==> src/flash_prot_regs.vh <==
// Offsets, field positions, reset values and timing for the flash guard
// Behaviour
// - Flash erases in 1 KB pages; erase leaves every page bit at one.
// - Word program acts on one 32-bit word and only clears bits.
// - Protection unit is 2 KB, two pages, one program and one read bit.
// - Protection bits live in two program words and two read words.
// - Program bit one allows write and erase; zero refuses any change.
// - Read bit zero allows only instruction fetch, no data reads.
// - Both bits zero: execute-only, no write, erase or data read.
// - Program one, read zero: write, erase, fetch allowed; data read refused.
// - Program zero, read one: read-only; reads and fetches, no change.
// - Both bits one: unprotected, every access allowed.
// - Execute-only contents reach only the fetch path, never data reads.
// - Data read of a read-protected unit is blocked with a bus fault.
// - Change of program-protected unit is blocked; interrupt only if masked in.
// - Factory state of every protection bit is one.
// - Software only clears protection bits; power-on restores uncommitted ones.
// - Commit through the control register makes current bits permanent.
// - Program and erase timing counts from software cycles-per-microsecond.
// - Microsecond reload resets to suit top clock; software reloads MHz-1.
// - Commit starts on commit key write with target code in address reg.
// - Writing one to masked status clear drops raw and masked flags.
`ifndef FLASH_PROT_REGS_VH
`define FLASH_PROT_REGS_VH

// Register byte offsets
`define OFS_TARGET_ADDR  12'h000
`define OFS_WRITE_DATA   12'h004
`define OFS_CONTROL      12'h008
`define OFS_RAW_STATUS   12'h00C
`define OFS_IRQ_MASK     12'h010
`define OFS_MASKED_CLR   12'h014
`define OFS_USEC_RELOAD  12'h140
`define OFS_READ_EN0     12'h200
`define OFS_READ_EN1     12'h204
`define OFS_PROG_EN0     12'h400
`define OFS_PROG_EN1     12'h404

// Control register fields
`define CTL_KEY          16'hA442
`define CTL_WRITE_BIT    0
`define CTL_ERASE_BIT    1
`define CTL_COMMIT_BIT   3

// Commit target codes in the address register
`define CODE_READ_EN0    32'h0000_0000
`define CODE_PROG_EN0    32'h0000_0001
`define CODE_READ_EN1    32'h0000_0002
`define CODE_PROG_EN1    32'h0000_0003

// Status and mask bit positions
`define IRQ_ACCESS_BIT   0
`define IRQ_PROG_BIT     1

// Reset values
`define USEC_RESET       8'h13
`define PROT_RESET       32'hFFFF_FFFF

// Operation times in microseconds
`define PROG_TIME_US     8'h14
`define ERASE_WORD_US    8'h01
`define COMMIT_TIME_US   8'h32

// AXI responses
`define RESP_OKAY        2'h0
`define RESP_SLVERR      2'h2

`endif

==> src/flash_protect_timing_ctrl.v <==
// Flash controller with block protection, commit and microsecond timing
//
// Design decisions made here: the AXI4-Lite register port and the address map.
module flash_protect_timing_ctrl
(
   // Clock and resets
   input  wire        clk_sys,
   input  wire        reset,
   input  wire        por_restore,
   input  wire        factory_blank,
   // AXI4-Lite write address and data
   input  wire [11:0] s_axi_awaddr,
   input  wire        s_axi_awvalid,
   output wire        s_axi_awready,
   input  wire [31:0] s_axi_wdata,
   input  wire [3:0]  s_axi_wstrb,
   input  wire        s_axi_wvalid,
   output wire        s_axi_wready,
   // AXI4-Lite write response
   output reg  [1:0]  s_axi_bresp,
   output reg         s_axi_bvalid,
   input  wire        s_axi_bready,
   // AXI4-Lite read
   input  wire [11:0] s_axi_araddr,
   input  wire        s_axi_arvalid,
   output wire        s_axi_arready,
   output reg  [31:0] s_axi_rdata,
   output reg  [1:0]  s_axi_rresp,
   output reg         s_axi_rvalid,
   input  wire        s_axi_rready,
   // Processor flash read port
   input  wire        cpu_req,
   input  wire [16:0] cpu_addr,
   input  wire        cpu_fetch,
   output wire        cpu_ready,
   output reg         cpu_rvalid,
   output reg  [31:0] cpu_rdata,
   output reg         cpu_fault,
   // Flash array word port
   output reg  [14:0] fl_addr,
   output reg         fl_we,
   output reg  [31:0] fl_wdata,
   input  wire [31:0] fl_rdata,
   // Interrupt
   output wire        irq
);

`include "flash_prot_regs.vh"

// One-hot operation states
localparam [4:0] S_IDLE   = 5'h01;
localparam [4:0] S_PREAD  = 5'h02;
localparam [4:0] S_WAIT   = 5'h04;
localparam [4:0] S_NEXT   = 5'h08;
localparam [4:0] S_COMMIT = 5'h10;

reg  [4:0]  state_q;
reg  [31:0] target_q;
reg  [31:0] wdata_reg_q;
reg  [3:0]  ctl_busy_q;
reg  [1:0]  raw_q;
reg  [1:0]  mask_q;
reg  [7:0]  usec_q;
reg  [7:0]  us_cnt_q;
reg  [7:0]  wait_q;
reg         erasing_q;
reg         rd_pend_q;
reg         rd_fetch_q;
reg  [11:0] awaddr_q;
reg         aw_got_q;
reg  [31:0] wd_q;
reg  [3:0]  ws_q;
reg         w_got_q;
reg  [31:0] rd_mux;
reg         rd_hit;
reg         wr_hit;
reg         set_access;
reg         set_prog;
reg  [3:0]  commit_sel;

wire [31:0] read_en0;
wire [31:0] read_en1;
wire [31:0] prog_en0;
wire [31:0] prog_en1;

//////////////////////////////////////////////////////////////////////////
// Byte-lane merge for partial writes
function [31:0] merge;
   input [31:0] old;
   input [31:0] nw;
   input [3:0]  strb;
   integer i;
   begin
      merge = old;
      for (i = 0; i < 4; i = i + 1)
         if (strb[i])
            merge[i*8 +: 8] = nw[i*8 +: 8];
   end
endfunction

//////////////////////////////////////////////////////////////////////////
// AXI write channel capture
wire wr_fire = aw_got_q & w_got_q & ~s_axi_bvalid;
wire [31:0] wr_val = merge(32'hFFFF_FFFF, wd_q, ws_q);
assign s_axi_awready = ~aw_got_q;
assign s_axi_wready  = ~w_got_q;

// Address and data accepted in either order
always @(posedge clk_sys)
begin
   if (reset)
   begin
      aw_got_q <= 1'b0;
      w_got_q  <= 1'b0;
      awaddr_q <= 12'h000;
      wd_q     <= 32'h0000_0000;
      ws_q     <= 4'h0;
   end
   else
   begin
      if (s_axi_awvalid && !aw_got_q)
      begin
         aw_got_q <= 1'b1;
         awaddr_q <= s_axi_awaddr;
      end
      else if (wr_fire)
         aw_got_q <= 1'b0;
      if (s_axi_wvalid && !w_got_q)
      begin
         w_got_q <= 1'b1;
         wd_q    <= s_axi_wdata;
         ws_q    <= s_axi_wstrb;
      end
      else if (wr_fire)
         w_got_q <= 1'b0;
   end
end

// Write address decode
always @*
begin
   case (awaddr_q)
      `OFS_TARGET_ADDR, `OFS_WRITE_DATA, `OFS_CONTROL, `OFS_RAW_STATUS,
      `OFS_IRQ_MASK, `OFS_MASKED_CLR, `OFS_USEC_RELOAD, `OFS_READ_EN0,
      `OFS_READ_EN1, `OFS_PROG_EN0, `OFS_PROG_EN1:
         wr_hit = 1'b1;
      default:
         wr_hit = 1'b0;
   endcase
end

// Write response
always @(posedge clk_sys)
begin
   if (reset)
   begin
      s_axi_bvalid <= 1'b0;
      s_axi_bresp  <= `RESP_OKAY;
   end
   else if (wr_fire)
   begin
      s_axi_bvalid <= 1'b1;
      s_axi_bresp  <= wr_hit ? `RESP_OKAY : `RESP_SLVERR;
   end
   else if (s_axi_bready)
      s_axi_bvalid <= 1'b0;
end

wire wr_tgt   = wr_fire && (awaddr_q == `OFS_TARGET_ADDR);
wire wr_wdat  = wr_fire && (awaddr_q == `OFS_WRITE_DATA);
wire wr_ctl   = wr_fire && (awaddr_q == `OFS_CONTROL);
wire wr_mask  = wr_fire && (awaddr_q == `OFS_IRQ_MASK);
wire wr_clr   = wr_fire && (awaddr_q == `OFS_MASKED_CLR);
wire wr_usec  = wr_fire && (awaddr_q == `OFS_USEC_RELOAD);
wire key_ok   = (wd_q[31:16] == `CTL_KEY) && (ws_q == 4'hF);
wire idle     = state_q[0];
wire [31:0] mask_new = merge({30'h0, mask_q}, wd_q, ws_q);
wire [31:0] usec_new = merge({24'h0, usec_q}, wd_q, ws_q);

//////////////////////////////////////////////////////////////////////////
// Plain software registers
always @(posedge clk_sys)
begin
   if (reset)
   begin
      target_q    <= 32'h0000_0000;
      wdata_reg_q <= 32'h0000_0000;
      mask_q      <= 2'h0;
      usec_q      <= `USEC_RESET;
   end
   else
   begin
      if (wr_tgt && idle)
         target_q <= merge(target_q, wd_q, ws_q);
      if (wr_wdat && idle)
         wdata_reg_q <= merge(wdata_reg_q, wd_q, ws_q);
      if (wr_mask)
         mask_q <= mask_new[1:0];
      if (wr_usec)
         usec_q <= usec_new[7:0];
   end
end

//////////////////////////////////////////////////////////////////////////
// Protection words, one bit per 2 KB unit, 64 units
wire pwr_re0 = wr_fire && (awaddr_q == `OFS_READ_EN0);
wire pwr_re1 = wr_fire && (awaddr_q == `OFS_READ_EN1);
wire pwr_pe0 = wr_fire && (awaddr_q == `OFS_PROG_EN0);
wire pwr_pe1 = wr_fire && (awaddr_q == `OFS_PROG_EN1);

prot_word u_read_en0
(
   .clk_sys       (clk_sys),
   .reset         (reset),
   .factory_blank (factory_blank),
   .por_restore   (por_restore),
   .wr_en         (pwr_re0),
   .wr_data       (wr_val),
   .commit        (commit_sel[0]),
   .cur_q         (read_en0)
);

prot_word u_prog_en0
(
   .clk_sys       (clk_sys),
   .reset         (reset),
   .factory_blank (factory_blank),
   .por_restore   (por_restore),
   .wr_en         (pwr_pe0),
   .wr_data       (wr_val),
   .commit        (commit_sel[1]),
   .cur_q         (prog_en0)
);

prot_word u_read_en1
(
   .clk_sys       (clk_sys),
   .reset         (reset),
   .factory_blank (factory_blank),
   .por_restore   (por_restore),
   .wr_en         (pwr_re1),
   .wr_data       (wr_val),
   .commit        (commit_sel[2]),
   .cur_q         (read_en1)
);

prot_word u_prog_en1
(
   .clk_sys       (clk_sys),
   .reset         (reset),
   .factory_blank (factory_blank),
   .por_restore   (por_restore),
   .wr_en         (pwr_pe1),
   .wr_data       (wr_val),
   .commit        (commit_sel[3]),
   .cur_q         (prog_en1)
);

// Unit lookups: target unit for changes, read unit for the array port
wire [63:0] prog_map = {prog_en1, prog_en0};
wire [63:0] read_map = {read_en1, read_en0};
wire        tgt_prog_ok = prog_map[target_q[16:11]];
wire        rd_read_ok  = read_map[fl_addr[14:9]];

//////////////////////////////////////////////////////////////////////////
// Microsecond tick from software reload value
wire us_tick = (us_cnt_q == 8'h00);

always @(posedge clk_sys)
begin
   if (reset)
      us_cnt_q <= `USEC_RESET;
   else if (us_tick || wr_usec)
      us_cnt_q <= usec_q;
   else
      us_cnt_q <= us_cnt_q - 8'h01;
end

//////////////////////////////////////////////////////////////////////////
// Program, erase and commit sequencer
wire start_wr  = wr_ctl && idle && key_ok && wd_q[`CTL_WRITE_BIT];
wire start_er  = wr_ctl && idle && key_ok && wd_q[`CTL_ERASE_BIT];
wire start_cm  = wr_ctl && idle && key_ok && wd_q[`CTL_COMMIT_BIT];
wire cpu_take  = cpu_req && cpu_ready;
assign cpu_ready = idle && !rd_pend_q && !start_wr && !start_er && !start_cm;

always @(posedge clk_sys)
begin
   if (reset)
   begin
      state_q    <= S_IDLE;
      ctl_busy_q <= 4'h0;
      fl_addr    <= 15'h0000;
      fl_we      <= 1'b0;
      fl_wdata   <= 32'h0000_0000;
      wait_q     <= 8'h00;
      erasing_q  <= 1'b0;
      set_access <= 1'b0;
      set_prog   <= 1'b0;
      commit_sel <= 4'h0;
   end
   else
   begin
      set_access <= 1'b0;
      set_prog   <= 1'b0;
      commit_sel <= 4'h0;
      fl_we      <= 1'b0;
      case (state_q)
         S_IDLE:
         begin
            if ((start_wr || start_er) && !tgt_prog_ok)
               set_access <= 1'b1;
            else if (start_wr)
            begin
               ctl_busy_q[`CTL_WRITE_BIT] <= 1'b1;
               fl_addr   <= target_q[16:2];
               erasing_q <= 1'b0;
               state_q   <= S_PREAD;
            end
            else if (start_er)
            begin
               ctl_busy_q[`CTL_ERASE_BIT] <= 1'b1;
               fl_addr   <= {target_q[16:10], 8'h00};
               fl_wdata  <= 32'hFFFF_FFFF;
               wait_q    <= `ERASE_WORD_US;
               erasing_q <= 1'b1;
               state_q   <= S_WAIT;
            end
            else if (start_cm)
            begin
               ctl_busy_q[`CTL_COMMIT_BIT] <= 1'b1;
               wait_q  <= `COMMIT_TIME_US;
               state_q <= S_COMMIT;
            end
            else if (cpu_take)
               fl_addr <= cpu_addr[16:2];
         end
         S_PREAD:
         begin
            fl_wdata <= fl_rdata & wdata_reg_q;
            wait_q   <= `PROG_TIME_US;
            state_q  <= S_WAIT;
         end
         S_WAIT:
         begin
            if (us_tick && wait_q == 8'h00)
            begin
               fl_we   <= 1'b1;
               state_q <= S_NEXT;
            end
            else if (us_tick)
               wait_q <= wait_q - 8'h01;
         end
         S_NEXT:
         begin
            if (erasing_q && fl_addr[7:0] != 8'hFF)
            begin
               fl_addr <= fl_addr + 15'h0001;
               wait_q  <= `ERASE_WORD_US;
               state_q <= S_WAIT;
            end
            else
            begin
               ctl_busy_q <= 4'h0;
               set_prog   <= 1'b1;
               state_q    <= S_IDLE;
            end
         end
         S_COMMIT:
         begin
            if (us_tick && wait_q == 8'h00)
            begin
               commit_sel[0] <= (target_q == `CODE_READ_EN0);
               commit_sel[1] <= (target_q == `CODE_PROG_EN0);
               commit_sel[2] <= (target_q == `CODE_READ_EN1);
               commit_sel[3] <= (target_q == `CODE_PROG_EN1);
               ctl_busy_q    <= 4'h0;
               state_q       <= S_IDLE;
            end
            else if (us_tick)
               wait_q <= wait_q - 8'h01;
         end
         default:
            state_q <= S_IDLE;
      endcase
   end
end

//////////////////////////////////////////////////////////////////////////
// Processor reads: fetch always served, data reads need read enable
always @(posedge clk_sys)
begin
   if (reset)
   begin
      rd_pend_q  <= 1'b0;
      rd_fetch_q <= 1'b0;
      cpu_rvalid <= 1'b0;
      cpu_rdata  <= 32'h0000_0000;
      cpu_fault  <= 1'b0;
   end
   else
   begin
      rd_pend_q  <= cpu_take;
      cpu_rvalid <= rd_pend_q;
      if (cpu_take)
         rd_fetch_q <= cpu_fetch;
      if (rd_pend_q && (rd_fetch_q || rd_read_ok))
      begin
         cpu_rdata <= fl_rdata;
         cpu_fault <= 1'b0;
      end
      else if (rd_pend_q)
      begin
         cpu_rdata <= 32'h0000_0000;
         cpu_fault <= 1'b1;
      end
   end
end

//////////////////////////////////////////////////////////////////////////
// Sticky status, set wins over clear
always @(posedge clk_sys)
begin
   if (reset)
      raw_q <= 2'h0;
   else
   begin
      if (wr_clr && ws_q[0])
         raw_q <= raw_q & ~wd_q[1:0];
      if (set_access)
         raw_q[`IRQ_ACCESS_BIT] <= 1'b1;
      if (set_prog)
         raw_q[`IRQ_PROG_BIT] <= 1'b1;
   end
end

assign irq = |(raw_q & mask_q);

//////////////////////////////////////////////////////////////////////////
// AXI read channel
assign s_axi_arready = ~s_axi_rvalid;

always @*
begin
   rd_hit = 1'b1;
   case (s_axi_araddr)
      `OFS_TARGET_ADDR: rd_mux = target_q;
      `OFS_WRITE_DATA:  rd_mux = wdata_reg_q;
      `OFS_CONTROL:     rd_mux = {28'h0, ctl_busy_q};
      `OFS_RAW_STATUS:  rd_mux = {30'h0, raw_q};
      `OFS_IRQ_MASK:    rd_mux = {30'h0, mask_q};
      `OFS_MASKED_CLR:  rd_mux = {30'h0, raw_q & mask_q};
      `OFS_USEC_RELOAD: rd_mux = {24'h0, usec_q};
      `OFS_READ_EN0:    rd_mux = read_en0;
      `OFS_READ_EN1:    rd_mux = read_en1;
      `OFS_PROG_EN0:    rd_mux = prog_en0;
      `OFS_PROG_EN1:    rd_mux = prog_en1;
      default:
      begin
         rd_mux = 32'h0000_0000;
         rd_hit = 1'b0;
      end
   endcase
end

// Read data registered one cycle after address
always @(posedge clk_sys)
begin
   if (reset)
   begin
      s_axi_rvalid <= 1'b0;
      s_axi_rdata  <= 32'h0000_0000;
      s_axi_rresp  <= `RESP_OKAY;
   end
   else if (s_axi_arvalid && !s_axi_rvalid)
   begin
      s_axi_rvalid <= 1'b1;
      s_axi_rdata  <= rd_mux;
      s_axi_rresp  <= rd_hit ? `RESP_OKAY : `RESP_SLVERR;
   end
   else if (s_axi_rready)
      s_axi_rvalid <= 1'b0;
end

endmodule // flash_protect_timing_ctrl

==> src/prot_word.v <==
// One protection word: working copy and committed copy
module prot_word
(
   // Clock and reset
   input  wire        clk_sys,
   input  wire        reset,
   input  wire        factory_blank,
   input  wire        por_restore,
   // Software access
   input  wire        wr_en,
   input  wire [31:0] wr_data,
   input  wire        commit,
   // State
   output reg  [31:0] cur_q
);

`include "flash_prot_regs.vh"

reg [31:0] nv_q;

// Committed copy, survives everything but factory blanking
always @(posedge clk_sys)
begin
   if (factory_blank)
      nv_q <= `PROT_RESET;
   else if (commit)
      nv_q <= cur_q;
end

// Working copy: clears only, power-on falls back to committed copy
always @(posedge clk_sys)
begin
   if (factory_blank)
      cur_q <= `PROT_RESET;
   else if (reset || por_restore)
      cur_q <= nv_q;
   else if (wr_en)
      cur_q <= cur_q & wr_data;
end

endmodule // prot_word
==> config.mk <==
export PLATFORM = sky130hd
export DESIGN_NAME = flash_protect_timing_ctrl
export DESIGN_NICKNAME = d
export VERILOG_FILES = /design/src/flash_protect_timing_ctrl.v /design/src/prot_word.v
export VERILOG_INCLUDE_DIRS = /design/src
export SDC_FILE = /design/constraint.sdc
export NUM_CORES = 1
export LEC_CHECK = 0
export ABC_AREA = 1
export BUFFER_PORTS_ARGS = -buffer_cell sky130_fd_sc_hd__buf_4
export CAP_MARGIN = 20
export CORE_MARGIN = 4
export CORE_UTILIZATION = 50
export CTS_CLUSTER_SIZE = 20
export DETAILED_ROUTE_END_ITERATION = 16
export GPL_TIMING_DRIVEN = 0
export HOLD_SLACK_MARGIN = 0.06
export PLACE_DENSITY_LB_ADDON = 0.05
export SYNTH_ARGS = -nofsm -noshare
export SYNTH_HDL_FRONTEND = slang
export SYNTH_SLANG_ARGS = --single-unit
export TNS_END_PERCENT = 100
==> constraint.sdc <==
create_clock -name clk_sys -period 3 [get_ports clk_sys]
set_input_delay 0.3 -clock clk_sys [delete_from_list [all_inputs] [get_ports clk_sys]]
set_output_delay 0.3 -clock clk_sys [all_outputs]
set_load 0.02 [all_outputs]
==> impl_metrics.yaml, run 1 <==
outcome:
  status: "complete, no violations"
floorplan:
  die_width_um: 225
  core_area_mm2: 0.0465
  die-area_mm2: 0.0505
  rows: 79
  io_pins: 245
  die_h_um: 225
  start_util_pct: 50.6
cells_and_area:
  area_growth_pct: 22.0
  layout-drive-gt1-share_pct: 12.0
  most-common-layout-cells: "nand2_1, dfxtp_1, nor2_1, a21oi_1, inv_1"
  layout_commonest_cell: "nand2_1"
  finalNetCount: 3739
  fillerInstances: 4230
yosys:
  ys_types: 46
  mappedNetlistArea_mm2: 0.0235
  netlist_top_cells_area: "dfxtp_1, nand2_1, a21oi_1, o21ai_0, nor2_1"
  synth.largest_area_cell: "dfxtp_1"
  syn_avg_cell_area_um2: 7.27
  syn_inst: 3231
  ys_warn_count: 0
  synth_seq_area_share_pct: 45.4
  synth-seq-cells: 533
  synthDominantCellAreaShare_pct: 45.4
pwr:
  power.share.clock_pct: 33.0
  p_total_mw: 20.6
  p_comb_share_pct: 27.1
  p_switching_mw: 7.12
  seq_power_share_pct: 39.9
  ir_drop_mv: 0.737
  powerDensity_mw_per_mm2: 718
  cellLeakagePower_nw: 12.5
  switching_share_pct: 34.6
  p_int_mw: 13.5
clocking:
  clock-sinks: 533
  clk_path_buf_depth: 3
  cts_root_buf: "clkbuf_16"
  cts_max_level: 2
  cts-buffers-inserted: 56
  post_cts_buffers: 0
  cts_tree: "done"
  clk_pin_slew_worst_paths_ns: 0.06
  clkLatencyLatePin_ns: 0.64
min_path:
  hold_path.class: "in -> reg"
  min_path_cells: 5
worst_setup_path:
  cp-start-kind: "flop"
  worstSetupPathType: "reg -> reg"
  rr_worst_depth: 11
  end_kind: "flop"
  crit_required_ns: 3.55
  arrival_ns: 3.47
  critPathMaxFanout: 10
sta:
  setup_ws_ns: 0.0867
  period_share_pct: 97.1
  min_period_ns: 2.91
  tightest_slew_ns: 1.14
  final_hold_viol_count: 0
  fmax_mhz: 343
  slew_headroom_pct: 23.8
  finClkSkew_ns: 0.0250
  setup_viol: 0
  drv_slew: 0
  rsz0062_at_grt: "false"
route:
  first_pass_iters: 6
  wl_per_cell_um: 23.4
  routed_via_density: 6.06
  routed_wl_mm: 99.7
  drcViolationCount: 0
  num_vias: 25800
  ant_nets: 0
  dr.first_iter.drc_count: 3579
global_route:
  grt_pass1_vias: 23900
  antenna_found_initial: 7
  grt_util_all_layers_pct: 37.5
  grt_pass1_wl_mm: 145
  grt_max_degree: 15
  grt-ovfl-total: 0
flow_run:
  max_cap_viol_count: 0
placed_design:
  port_buffers: 239
  dp_slack_ns: -0.0359
  place_hpwl_mm: 75.1
  gp_congestion: 1.06
worst max-delay path: stages, from the launching register on:
cell and delay, ns:
dfxtp_1 0.39, clkbuf_1 0.76, nand3_1 0.22, nand3_1 0.15, nand3_1 0.13, nand2_1 0.15, nand3_2 0.21, nand3_4 0.15
buf_6 0.16, nand3_4 0.17, buf_6 0.22, a21oi_2 0.12
registers in the layout, summed over array words and instances (netlist names), 5 cells and up:
| signal | cells |
|---|---|
| awaddr_q | 12 |
| cpu_rdata | 32 |
| fl_addr | 15 |
| fl_wdata | 32 |
| s_axi_rdata | 32 |
| state_q | 5 |
| target_q | 32 |
| u_prog_en0.cur_q | 32 |
| u_prog_en0.nv_q | 32 |
| u_prog_en1.cur_q | 32 |
| u_prog_en1.nv_q | 32 |
| u_read_en0.cur_q | 32 |
| u_read_en0.nv_q | 32 |
| u_read_en1.cur_q | 32 |
| u_read_en1.nv_q | 32 |
| us_cnt_q | 8 |
| usec_q | 8 |
| wait_q | 8 |
| wd_q | 32 |
| wdata_reg_q | 32 |
power groups by stage:
| stage | Sequential [mW] | Clock, mW | Combinational (mW) |
|---|---|---|---|
| floorplan | 8.65 | 0 | 3.05 |
| global placement | 8.34 | 0 | 5.26 |
| detailed placement | 8.35 | 0 | 5.35 |
| CTS | 8.20 | 6.81 | 5.47 |
| global route | 8.29 | 7.10 | 6.06 |
| finish | 8.23 | 6.80 | 5.57 |
worst paths after layout:
path	from	to	slack [ns]
setup / recovery	target_q[12]	fl_wdata[18]	0.09
hold / removal	cpu_addr[14]	fl_addr[12]	0.11
setup reg to reg	target_q[12]	fl_wdata[18]	0.09
hold reg to reg	set_access	raw_q[0]	0.45
synthesized netlist by cell type, drive strengths merged:
cell	instances
o211a	1
clkbuf	154
o21ai	282
dfxtp	533
a21oi	314
nand3b	2
o2111ai	9
o22ai	58
nor2	294
ha	4
nor4	7
a221oi	64
inv	291
o211ai	96
nand2	754
nand4	26
xor2	15
conb	1
nor3b	1
nand3	206
and3	2
buf	47
clkinv	8
or2	3
o21a	1
xnor2	5
nor3	24
o31ai	16
a22o	13
cell families after synthesis:
logic type,count (synthesis),synth area share (%)
other cells,1,0.0160
xor+xnor,20,0.746
fa+ha+maj,4,0.213
flops,533,45.4
simple gates,1319,23.5
buf+inv,500,8.40
compound gates,854,21.7
metal layers:
metal  share of wire, %  global-route usage, %  vias up
li1                   -                      -    11600
met1                 40                   50.7    12100
met2                 42                   55.4     1774
met3                 13                   11.8      328
met4                5.1                   16.9       14
met5               0.11                      0        -
timing repair:
item / CTS / global route
endpoints found under the setup margin: 0 / 30
gates resized for setup: 0 / 1
hold endpoints to repair: 117 / 0
hold buffers: 86 / 0
metrics by stage:
step / instance area (um2) / utilization (%) / hold slack (ns) / setup TNS [ns] / cells
global route: 28700 / 61.7 / 0.131 / 0 / 4259
floorplan: 23500 / - / 0.415 / 0 / 3232
finish: 28700 / 61.7 / 0.107 / 0 / 4259
detailed placement: 26100 / 56.1 / 0.433 / -0.0359 / 4078
global placement: 26100 / 56.1 / 0.424 / -0.0494 / 4078
CTS: 28700 / 61.7 / 0.0930 / 0 / 4258
layout make-up:
type                    instances  area, um2  share of cell area [%]
multi-input cells            2199      10900                    37.9
flip-flops and latches        533      10700                    37.2
repair buffers                325       2660                    9.26
clock buffers                  81       1650                    5.74
inverters                     299       1120                    3.92
plain buffers                 201        850                    2.96
well taps                     607        759                    2.65
clock inverters                13        105                   0.367
diodes                          1       2.50                 0.00873
Power figures use the tool's default switching activity.
==> run 2: changes to the inputs <==
--- a/config.mk
+++ b/config.mk
@@ -9,13 +9,13 @@
 export ABC_AREA = 1
 export BUFFER_PORTS_ARGS = -buffer_cell sky130_fd_sc_hd__buf_4
 export CAP_MARGIN = 20
-export CORE_MARGIN = 4
 export CORE_UTILIZATION = 50
 export CTS_CLUSTER_SIZE = 20
 export DETAILED_ROUTE_END_ITERATION = 16
 export GPL_TIMING_DRIVEN = 0
 export HOLD_SLACK_MARGIN = 0.06
 export PLACE_DENSITY_LB_ADDON = 0.05
+export SETUP_SLACK_MARGIN = 0.5
 export SYNTH_ARGS = -nofsm -noshare
 export SYNTH_HDL_FRONTEND = slang
 export SYNTH_SLANG_ARGS = --single-unit
==> impl_metrics.yaml, run 2 (synthesis results as in run 1) <==
worst_setup_path:
  crit_slowest_cell: "buf_2"
  cp_cell_sequence: "buf_4, buf_2, o211ai_1, nand3_1, nand3_1, nand2_2, nand3_4, nand3_4, buf_6, nand3_4, buf_6, a21oi_2"
  cpMostUsedCell: "nand3_4"
  end_kind: "flop"
  crit_family: "buffers and inverters"
  arrival_ns: 3.04
  crit_required_ns: 3.56
  cp_num_cells: 12
  cp-start-kind: "flop"
  worstSetupPathType: "reg -> reg"
  critPathBufInv: 4
  cpPeakStageDelay_ns: 0.38
  critPathMaxFanout: 10
  rr_worst_depth: 12
cells_and_area:
  layout_commonest_cell: "nand2_1"
  area_growth_pct: 23.7
  most-common-layout-cells: "nand2_1, dfxtp_1, inv_1"
  fillerInstances: 4249
  finalNetCount: 3749
  final_util_pct: 62.6
  layout-drive-gt1-share_pct: 13.2
global_route:
  grt-ovfl-total: 0
  antenna_found_initial: 15
  grt_util_all_layers_pct: 40.5
  grt_max_degree: 15
  grt_pass1_vias: 23500
  grt_pass1_wl_mm: 144
pwr:
  p_total_mw: 21.1
  p_int_mw: 14.0
  seq_power_share_pct: 38.8
  cellLeakagePower_nw: 12.7
  powerDensity_mw_per_mm2: 727
  switching_share_pct: 33.8
  ir_drop_mv: 0.592
  power.share.clock_pct: 34.6
  p_comb_share_pct: 26.6
  p_switching_mw: 7.15
outcome:
  status: "complete, no violations"
route:
  routed_wl_mm: 100
  ant_nets: 0
  wl_per_cell_um: 23.4
  dr.first_iter.drc_count: 3589
  first_pass_iters: 6
  num_vias: 26000
  routed_via_density: 6.06
  drcViolationCount: 0
sta:
  setup_viol: 0
  drv_slew: 0
  finalSetupTns_ns: 0
  min_period_ns: 2.48
  finClkSkew_ns: 0.0323
  final_hold_viol_count: 0
  slew_headroom_pct: 18.8
  period_share_pct: 82.7
  fmax_mhz: 403
  rsz0062_at_grt: "true"
  tightest_slew_ns: 1.21
clocking:
  cts-buffers-inserted: 54
  clk_path_buf_depth: 3
  cts_max_level: 2
  cts_tree: "done"
  clock-sinks: 533
  cts_root_buf: "clkbuf_16"
  clk_pin_slew_worst_paths_ns: 0.06
  clkLatencyLatePin_ns: 0.64
floorplan:
  start_util_pct: 50.6
  die_h_um: 219
  core_area_mm2: 0.0465
  die_width_um: 219
  rows: 79
  die-area_mm2: 0.0479
  io_pins: 245
placed_design:
  port_buffers: 239
  place_hpwl_mm: 74.9
  gp_congestion: 1.07
min_path:
  min_path_cells: 5
  hold_path.class: "in -> reg"
flow_run:
  max_cap_viol_count: 0
==> run 2: timing repair <==
action                     4_1_cts  5_1_grt
hold buffers                    86        0
setup buffers                    5        7
gates resized for setup         13       38
pin swaps                        2        6
setup endpoints to repair       96      155
hold endpoints to repair       117        0
cloned                           0        0
==> run 2: final timing paths <==
path,startpoint,to,slack (ns)
max,target_q[11],fl_wdata[1],0.52
min reg2reg,set_access,raw_q[0],0.45
min,cpu_addr[14],fl_addr[12],0.12
max reg2reg,target_q[11],fl_wdata[1],0.52
==> run 2: worst min-delay path, cell delays in order <==
cell     delay, ns
buf_4         0.08
o21ai_0       0.08
o21ai_1       0.12
nor2_1        0.05
nor2_1        0.08
==> run 2: cell type report <==
class / count / area [um2] / area share [%]
clock buffer: 79 / 1620 / 5.56
sequential: 533 / 10700 / 36.7
antenna: 8 / 20.0 / 0.0689
inverter: 299 / 1130 / 3.88
clock inverter: 20 / 303 / 1.04
timing repair buffer: 337 / 2750 / 9.45
multi-input combinational: 2199 / 10900 / 37.7
buffer: 201 / 867 / 2.98
tap: 607 / 759 / 2.61
==> run 2: metal layers <==
metal  wire [um]  global-route usage [%]  vias up
li1            -                       -    11600
met1       40900                    53.9    12300
met2       42100                    59.4     1705
met3       11900                    11.7      339
met4        5270                    20.1        9
met5          78                       0        -
==> run 2: power groups by stage <==
stage	registers (mW)	logic (mW)	clock network [mW]
2_1_floorplan	8.65	3.05	0
3_3_place_gp	8.32	5.25	0
3_5_place_dp	8.34	5.32	0
4_1_cts	8.19	5.46	7.32
5_1_grt	8.27	6.07	7.61
6_report	8.21	5.62	7.30
==> run 2: per-stage QoR <==
step	cell area [um2]	std cells	setup WS, ns	hold WS [ns]
after floorplan	23500	3232	0.908	0.415
after global routing	29000	4275	0.487	0.160
after global placement	26100	4078	0.0343	0.428
after detailed placement	26100	4078	0.00351	0.432
final	29100	4283	0.518	0.119
after CTS	28900	4268	0.487	0.107
